<file path="config.mk">
export PLATFORM = sky130hd
export DESIGN_NAME = pwm_outputs
export DESIGN_NICKNAME = d
export VERILOG_FILES = /design/src/hdl/pwm_channel.v /design/src/hdl/pwm_outputs.v
export VERILOG_INCLUDE_DIRS = /design/src /design/src/hdl
export SDC_FILE = /design/constraint.sdc
export NUM_CORES = 2
export LEC_CHECK = 0
export ABC_AREA = 1
export BUFFER_PORTS_ARGS = -buffer_cell sky130_fd_sc_hd__clkbuf_2
export CORE_MARGIN = 2
export CORE_UTILIZATION = 60
export CTS_BUF_LIST = sky130_fd_sc_hd__clkbuf_8
export CTS_CLUSTER_SIZE = 8
export DETAILED_ROUTE_END_ITERATION = 8
export PLACE_DENSITY = 0.77
export SETUP_SLACK_MARGIN = 0.4
export SLEW_MARGIN = 10
export SYNTH_ARGS = -nofsm -noshare
export SYNTH_HDL_FRONTEND = slang
export SYNTH_SLANG_ARGS = --single-unit
</file>
<file path="constraint.sdc">
create_clock -name clk_sys_in -period 29.5 [get_ports clk_sys_in]
set_clock_uncertainty 0.05 [all_clocks]
set_input_delay 1.475 -clock clk_sys_in [delete_from_list [all_inputs] [get_ports clk_sys_in]]
set_output_delay 1.475 -clock clk_sys_in [all_outputs]
set_load 0.02 [all_outputs]
</file>
<file path="src/hdl/pwm_out_regs.vh">
// Constants for the four-channel PWM output block.
// Assumes inclusion by bare name from the hdl/ directory.
`ifndef PWM_OUT_REGS_VH
`define PWM_OUT_REGS_VH

`define PWM_NUM_CH        4
`define PWM_CLK_HZ        28'hBEBC200
`define PWM_FREQ_MIN_HZ   16'h0001
`define PWM_FREQ_MAX_HZ   16'hC350
`define PWM_DUTY_FULL     14'h2710
`define PWM_DUTY_W        14
`define PWM_FREQ_W        16
`define PWM_CNT_W         28
`define PWM_CH_W          2
`define PWM_RST_FREQ      16'h0000
`define PWM_RST_DUTY      14'h0000

`endif

</file>
<file path="src/hdl/pwm_channel.v">
// One PWM channel: period counter with shadowed period and on-time.
// Assumes one clock domain; settings arrive as a one-cycle load pulse.
`timescale 1ns/100ps
`include "pwm_out_regs.vh"
module pwm_channel #(
    parameter CNT_W = `PWM_CNT_W
) (
    input  wire             clk_sys_in,
    input  wire             rst_in,
    input  wire             load_in,
    input  wire [CNT_W-1:0] period_in,
    input  wire [CNT_W-1:0] on_in,
    output wire             pin_sink_out
);
    reg  [CNT_W-1:0] cnt_ff;
    reg  [CNT_W-1:0] period_ff;
    reg  [CNT_W-1:0] on_ff;
    reg  [CNT_W-1:0] pend_period_ff;
    reg  [CNT_W-1:0] pend_on_ff;
    reg              pend_ff;
    reg              sink_ff;
    wire             wrap;

    // Period boundary, or idle channel waiting for its first setting
    assign wrap = (cnt_ff >= period_ff - {{(CNT_W-1){1'b0}}, 1'b1})
               || (period_ff == {CNT_W{1'b0}});

    // Counter, shadow copy taken only at the period boundary or while the channel is idle
    always @(posedge clk_sys_in or posedge rst_in) begin
        if (rst_in) begin
            cnt_ff         <= {CNT_W{1'b0}};
            period_ff      <= {CNT_W{1'b0}};
            on_ff          <= {CNT_W{1'b0}};
            pend_period_ff <= {CNT_W{1'b0}};
            pend_on_ff     <= {CNT_W{1'b0}};
            pend_ff        <= 1'b0;
        end else begin
            if (load_in) begin
                pend_period_ff <= period_in;
                pend_on_ff     <= on_in;
                pend_ff        <= 1'b1;
            end
            if (wrap) begin
                cnt_ff <= {CNT_W{1'b0}};
                if (pend_ff) begin
                    period_ff <= load_in ? period_in : pend_period_ff;
                    on_ff     <= load_in ? on_in : pend_on_ff;
                    pend_ff   <= 1'b0;
                end
            end else begin
                cnt_ff <= cnt_ff + {{(CNT_W-1){1'b0}}, 1'b1};
            end
        end
    end

    // On for interval a (count below on-time), then off
    always @(posedge clk_sys_in or posedge rst_in) begin
        if (rst_in) begin
            sink_ff <= 1'b0;
        end else begin
            sink_ff <= (period_ff != {CNT_W{1'b0}}) && (cnt_ff < on_ff);
        end
    end

    // Active sink: on-time pulls the pin low
    assign pin_sink_out = sink_ff;
endmodule // pwm_channel

</file>
<file path="src/hdl/pwm_outputs.v">
// Four-channel PWM generator driving sinking outputs five to eight.
// Assumes setup commands come from logic on the same clock.
//
// Summary of operation
// - Four channels, outputs five through eight.
// - On for a, off for b, repeating.
// - Frequency spans 1 Hz to 50 kHz.
// - Duty in hundredths of a percent.
// - One command loads frequency and duty.
// - Duty may come from a memory word.
// - Duty resolution 0.01% at 50 Hz.
// - Under 0.5% frequency error at 10 kHz.
// - Under 0.01% error at low frequencies.
// - On-time sinks current, pulls pin low.
`timescale 1ns/100ps
`include "pwm_out_regs.vh"
module pwm_outputs #(
    parameter NUM_CH = `PWM_NUM_CH,
    parameter CNT_W  = `PWM_CNT_W
) (
    input  wire                    clk_sys_in,
    input  wire                    rst_in,
    input  wire                    pwm_setup_command_in,
    input  wire [`PWM_CH_W-1:0]    setup_channel_in,
    input  wire [`PWM_DUTY_W-1:0]  data_memory_word_in,
    input  wire [`PWM_FREQ_W-1:0]  setup_freq_hz_in,
    output wire                    setup_ready_out,
    output wire                    setup_error_out,
    output wire [NUM_CH-1:0]       dout_sink_out
);
    localparam ST_IDLE = 2'h0;
    localparam ST_DIV  = 2'h1;
    localparam ST_MUL  = 2'h2;
    localparam ST_LOAD = 2'h3;
    localparam DIV_LAST = CNT_W - 1;

    reg  [1:0]              state_ff;
    reg  [1:0]              nxt_state;
    reg  [`PWM_CH_W-1:0]    ch_ff;
    reg  [`PWM_DUTY_W-1:0]  duty_ff;
    reg  [`PWM_FREQ_W-1:0]  freq_ff;
    reg  [CNT_W-1:0]        rem_ff;
    reg  [CNT_W-1:0]        quo_ff;
    reg  [5:0]              bit_ff;
    reg  [CNT_W-1:0]        on_ff;
    reg                     err_ff;
    reg  [NUM_CH-1:0]       load_ch;
    wire [CNT_W+`PWM_DUTY_W-1:0] prod;
    wire [CNT_W+`PWM_DUTY_W-1:0] on_full;
    wire [CNT_W:0]          rem_try;
    wire [CNT_W-1:0]        half_freq;
    wire [31:0]             div_last;
    wire                    cmd_ok;

    // Range check on a command: frequency and duty limits
    assign cmd_ok = (setup_freq_hz_in >= `PWM_FREQ_MIN_HZ)
                 && (setup_freq_hz_in <= `PWM_FREQ_MAX_HZ)
                 && (data_memory_word_in <= `PWM_DUTY_FULL);
    assign setup_ready_out = (state_ff == ST_IDLE);
    assign setup_error_out = err_ff;

    // Restoring divider step: clocks per period = round(clk / f)
    assign rem_try = {rem_ff, quo_ff[CNT_W-1]} - {{(CNT_W-`PWM_FREQ_W+1){1'b0}}, freq_ff};
    // On-time in clocks = period * duty / 10000, exact to one clock
    assign prod = quo_ff * duty_ff;
    assign on_full = prod / `PWM_DUTY_FULL;
    // Rounding bias f/2 and first divide step, sized to the counter
    assign half_freq = {{(CNT_W-`PWM_FREQ_W+1){1'b0}}, setup_freq_hz_in[`PWM_FREQ_W-1:1]};
    assign div_last  = DIV_LAST;

    // Command sequencer
    always @* begin
        nxt_state = state_ff;
        load_ch   = {NUM_CH{1'b0}};
        case (state_ff)
            ST_IDLE: begin
                if (pwm_setup_command_in && cmd_ok) begin
                    nxt_state = ST_DIV;
                end
            end
            ST_DIV: begin
                if (bit_ff == 6'h00) begin
                    nxt_state = ST_MUL;
                end
            end
            ST_MUL: begin
                nxt_state = ST_LOAD;
            end
            ST_LOAD: begin
                load_ch[ch_ff] = 1'b1;
                nxt_state      = ST_IDLE;
            end
            default: begin
                nxt_state = ST_IDLE;
            end
        endcase
    end

    // Datapath for period and on-time computation
    always @(posedge clk_sys_in or posedge rst_in) begin
        if (rst_in) begin
            state_ff <= ST_IDLE;
            ch_ff    <= {`PWM_CH_W{1'b0}};
            duty_ff  <= `PWM_RST_DUTY;
            freq_ff  <= `PWM_RST_FREQ;
            rem_ff   <= {CNT_W{1'b0}};
            quo_ff   <= {CNT_W{1'b0}};
            bit_ff   <= 6'h00;
            on_ff    <= {CNT_W{1'b0}};
            err_ff   <= 1'b0;
        end else begin
            state_ff <= nxt_state;
            case (state_ff)
                ST_IDLE: begin
                    if (pwm_setup_command_in) begin
                        err_ff <= ~cmd_ok;
                    end
                    if (pwm_setup_command_in && cmd_ok) begin
                        ch_ff   <= setup_channel_in;
                        duty_ff <= data_memory_word_in;
                        freq_ff <= setup_freq_hz_in;
                        // Dividend pre-biased by f/2 for rounding
                        quo_ff  <= `PWM_CLK_HZ + half_freq;
                        rem_ff  <= {CNT_W{1'b0}};
                        bit_ff  <= div_last[5:0];
                    end
                end
                ST_DIV: begin
                    if (!rem_try[CNT_W]) begin
                        rem_ff <= rem_try[CNT_W-1:0];
                        quo_ff <= {quo_ff[CNT_W-2:0], 1'b1};
                    end else begin
                        rem_ff <= {rem_ff[CNT_W-2:0], quo_ff[CNT_W-1]};
                        quo_ff <= {quo_ff[CNT_W-2:0], 1'b0};
                    end
                    bit_ff <= bit_ff - 6'h01;
                end
                ST_MUL: begin
                    // 4M clocks at 50 Hz give far finer than 0.01% steps
                    on_ff <= on_full[CNT_W-1:0];
                end
                default: begin
                end
            endcase
        end
    end

    // One channel per sinking output
    genvar gi;
    generate
        for (gi = 0; gi < NUM_CH; gi = gi + 1) begin : g_ch
            pwm_channel #(
                .CNT_W (CNT_W)
            ) u_ch (
                .clk_sys_in   (clk_sys_in),
                .rst_in       (rst_in),
                .load_in      (load_ch[gi]),
                .period_in    (quo_ff),
                .on_in        (on_ff),
                .pin_sink_out (dout_sink_out[gi])
            );
        end
    endgenerate
endmodule // pwm_outputs

</file>
==> impl_metrics.py <==
metrics = {
    "logic_synthesis": {
        "synth-async-reset-ratio_pct": 100,
        "synth_warnings": 0,
        "yosys.area_share.xor_xnor_pct": 3.36,
        "synth_fa_ha_area_share_pct": 17.4,
        "ys_seq_area_share_pct": 28.2,
        "synth_area_um2": 61500,
        "synth_ff_type": "dfrtp_1",
        "synth_mux_area_share_pct": 0.641,
        "synth_fp_nets": 8671,
        "synth-edff-count": 0,
        "synthCells": 7968,
        "synth_compound_area_share_pct": 9.03,
        "synth_area_per_cell_um2": 7.72,
        "synth_seq_cells": 693,
        "yosysUniqueCellTypes": 87,
        "synth_top_family_by_area": "simple AND/OR/NAND/NOR gates",
        "synth_simple_gate_area_share_pct": 31.0,
    },
    "drt": {
        "remaining_drc_errors": 0,
        "vias_per_cell": 5.42,
        "drtPass1Iterations": 8,
        "first_iter_violations": 3521,
        "wl_met1_um": 64600,
        "antenna_left": 0,
        "routed.top_layer": "met4",
        "dr_wl_met3_um": 8920,
        "wl_per_cell_um": 16.4,
        "dr_wl_met2_um": 75100,
        "vias": 51200,
        "wl_um": 155000,
    },
    "die": {
        "io_pins": 41,
        "dieArea_um2": 105000,
        "die_w_um": 324,
        "die_y_um": 324,
        "rows": 117,
        "start_util_pct": 60.4,
        "core_area_um2": 102000,
    },
    "sta": {
        "setup_viol": 0,
        "finalCritPeriodShare_pct": 91.7,
        "period_needed_ps": 27070,
        "max_freq_mhz": 36.9,
        "slew_violations": 0,
        "slew_headroom_pct": 23.8,
        "tns_ps": 0,
        "hold_viol": 0,
        "rsz0062_at_grt": "no",
        "worst_pin_slew_ps": 1130,
    },
    "cts": {
        "h-tree-depth": 3,
        "clkSinkCount": 693,
        "cts_tree": "yes",
        "cts.hold.buffers_added": 0,
        "clock_path_buffers": 3,
        "cts_root_buf": "clkbuf_8",
        "cts_buffers": 111,
        "clk_pin_slew_ps": 60,
        "clkLatencyLatePin_ps": 770,
    },
    "job": {
        "maxCapViolCount": 0,
    },
    "setup_path": {
        "cp_max_fo": 14,
        "cp_common_cell": "nand2_4",
        "cp_slowest_cell": "fa_1",
        "critPathArrivalTime_ps": 27640,
        "end_kind": "register",
        "crit_type": "reg2reg",
        "startpoint": "duty_ff[3]",
        "cp-start-kind": "register",
        "critPathRequiredTime_ps": 30070,
        "r2r-start": "duty_ff[3]",
        "critPathMaxStageDelay_ps": 530,
    },
    "global_routing": {
        "overflow": 0,
        "grt_max_degree": 180,
        "grt.total_usage_pct": 29.9,
        "antenna_found_initial": 15,
        "grt_pass1_vias": 50400,
        "grt_pass1_wl_um": 253000,
    },
    "placed_design": {
        "dpl.hpwl_um": 117000,
        "io_buffers": 40,
        "place_congestion": 0.933,
    },
    "cells_and_area": {
        "synthToLayoutAreaGrowth_pct": 6.95,
        "drive_above_1_share_pct": 15.9,
        "fin_nets": 8695,
    },
    "worst_hold_path": {
        "hp-class": "reg2reg",
        "hp-start": "g_ch[0].u_ch.pend_period_ff[23]",
    },
    "run_status": {
        "status": "finished, final reports clean",
    },
}
==> worst paths after layout <==
kind	end	slack, ps	cells after the start
max in group asynchronous	g_ch[1].u_ch.cnt_ff[20]	26120	4
min in group asynchronous	rem_ff[20]	900	2
worst min-delay path	g_ch[0].u_ch.pend_period_ff[23]	440	2
worst max register to register	on_ff[0]	2430	192
worst max-delay path	on_ff[0]	2430	192
worst min register to register	g_ch[0].u_ch.pend_period_ff[23]	440	2
==> state kept, by name (all words and copies together), names as in the netlist <==
signal                    count
g_ch.u_ch.cnt_ff            112
g_ch.u_ch.on_ff             112
g_ch.u_ch.pend_on_ff        112
g_ch.u_ch.pend_period_ff    112
g_ch.u_ch.period_ff         112
on_ff                        28
quo_ff                       28
rem_ff                       28
freq_ff                      16
duty_ff                      14
bit_ff                        6
g_ch.u_ch.pend_ff             4
g_ch.u_ch.pin_sink_out        4
ch_ff                         2
state_ff                      2
setup_error_out               1
==> cells by family after synthesis <==
group           count (synthesis)
simple gates                 3788
mux                            35
xor+xnor                      231
fa+ha+maj                     668
buf+inv                      1577
compound gates                976
flops                         693
==> layout make-up <==
| class | instances | area [um2] |
|---|---|---|
| multi-input cells | 5703 | 38300 |
| well taps | 1368 | 1710 |
| flip-flops and latches | 693 | 17400 |
| inverters | 1348 | 5180 |
| clock inverters | 51 | 314 |
| clock buffers | 133 | 1830 |
| repair buffers | 135 | 1040 |
| diodes | 7 | 17.5 |
| fillers | 8760 | 36000 |
==> through the flow <==
stage	util (%)	setup WS, ps	std cells	cell area (um2)	hold WS, ps
CTS	63.6	404	9363	64800	442
global placement	61.5	1020	9179	62600	418
finish	64.6	2430	9438	65800	441
global route	64.6	328	9432	65800	461
floorplan	-	4890	7968	61500	398
detailed placement	61.5	15.3	9179	62600	427
==> synthesized netlist by cell type, types with 10 or more instances <==
master / count / share of area, %
nor2_8: 11 / 0.36
inv_2: 67 / 0.41
nor2_2: 86 / 0.87
dfrtp_1: 693 / 28
mux2_2: 35 / 0.64
nor2_1: 411 / 2.5
a211oi_1: 10 / 0.12
a31oi_1: 16 / 0.16
nand3_2: 61 / 0.99
xor2_1: 190 / 2.7
xnor2_1: 37 / 0.53
buf_1: 14 / 0.085
nor3b_1: 21 / 0.26
nor4_1: 29 / 0.30
nand2_2: 299 / 3.0
nor3_1: 94 / 0.77
o21ai_1: 14 / 0.11
o21ai_0: 583 / 4.7
nand2_1: 1989 / 12
a21oi_1: 199 / 1.6
o221ai_1: 14 / 0.20
a21oi_4: 15 / 0.40
nand2_4: 201 / 3.7
nor2_4: 49 / 0.90
o211ai_1: 32 / 0.39
nand3b_1: 19 / 0.23
nand4_1: 97 / 0.99
o21bai_1: 13 / 0.16
clkbuf_1: 187 / 1.1
inv_1: 1222 / 7.5
fa_1: 310 / 10
o21ai_2: 10 / 0.14
clkinv_1: 27 / 0.16
buf_12: 15 / 0.49
clkinv_2: 14 / 0.11
ha_1: 358 / 7.3
nand3_1: 376 / 3.1
==> critical path: cells and delay by family, from the launching register on <==
family,cells,cell delay [ps]
AO/OA/AOI/OAI,13,3210
adder cells (fa/ha/maj),7,3430
buffers and inverters,24,2700
flip-flops,1,490
AND/OR/NAND/NOR,148,16920
==> metal layers <==
layer | global-route usage, % | vias up
li1 | - | 25000
met1 | 38.5 | 24400
met2 | 51.1 | 1394
met3 | 3.86 | 318
met4 | 11.9 | 0
met5 | 0 | -
==> cells in the final DEF, fill, tap and decap left out, types with 190 or more instances in the layout <==
cell     instances
a21oi_1        196
dfrtp_1        657
fa_1           310
ha_1           356
inv_1         1254
nand2_1       1987
nand2_2        295
nand2_4        196
nand3_1        371
nor2_1         396
o21ai_0        580
xor2_1         190
==> repair_timing <==
| item | in CTS | in global routing |
|---|---|---|
| pin swaps | 0 | 26 |
| gates resized for setup | 10 | 101 |
| endpoints found under the hold margin | 0 | 0 |
| endpoints found under the setup margin | 2 | 5 |
| cloned | 0 | 5 |
| buffers inserted | 0 | 63 |
Power is not shown: default switching activity piles up to over one toggle a cycle in this logic, so the estimate is an artifact.
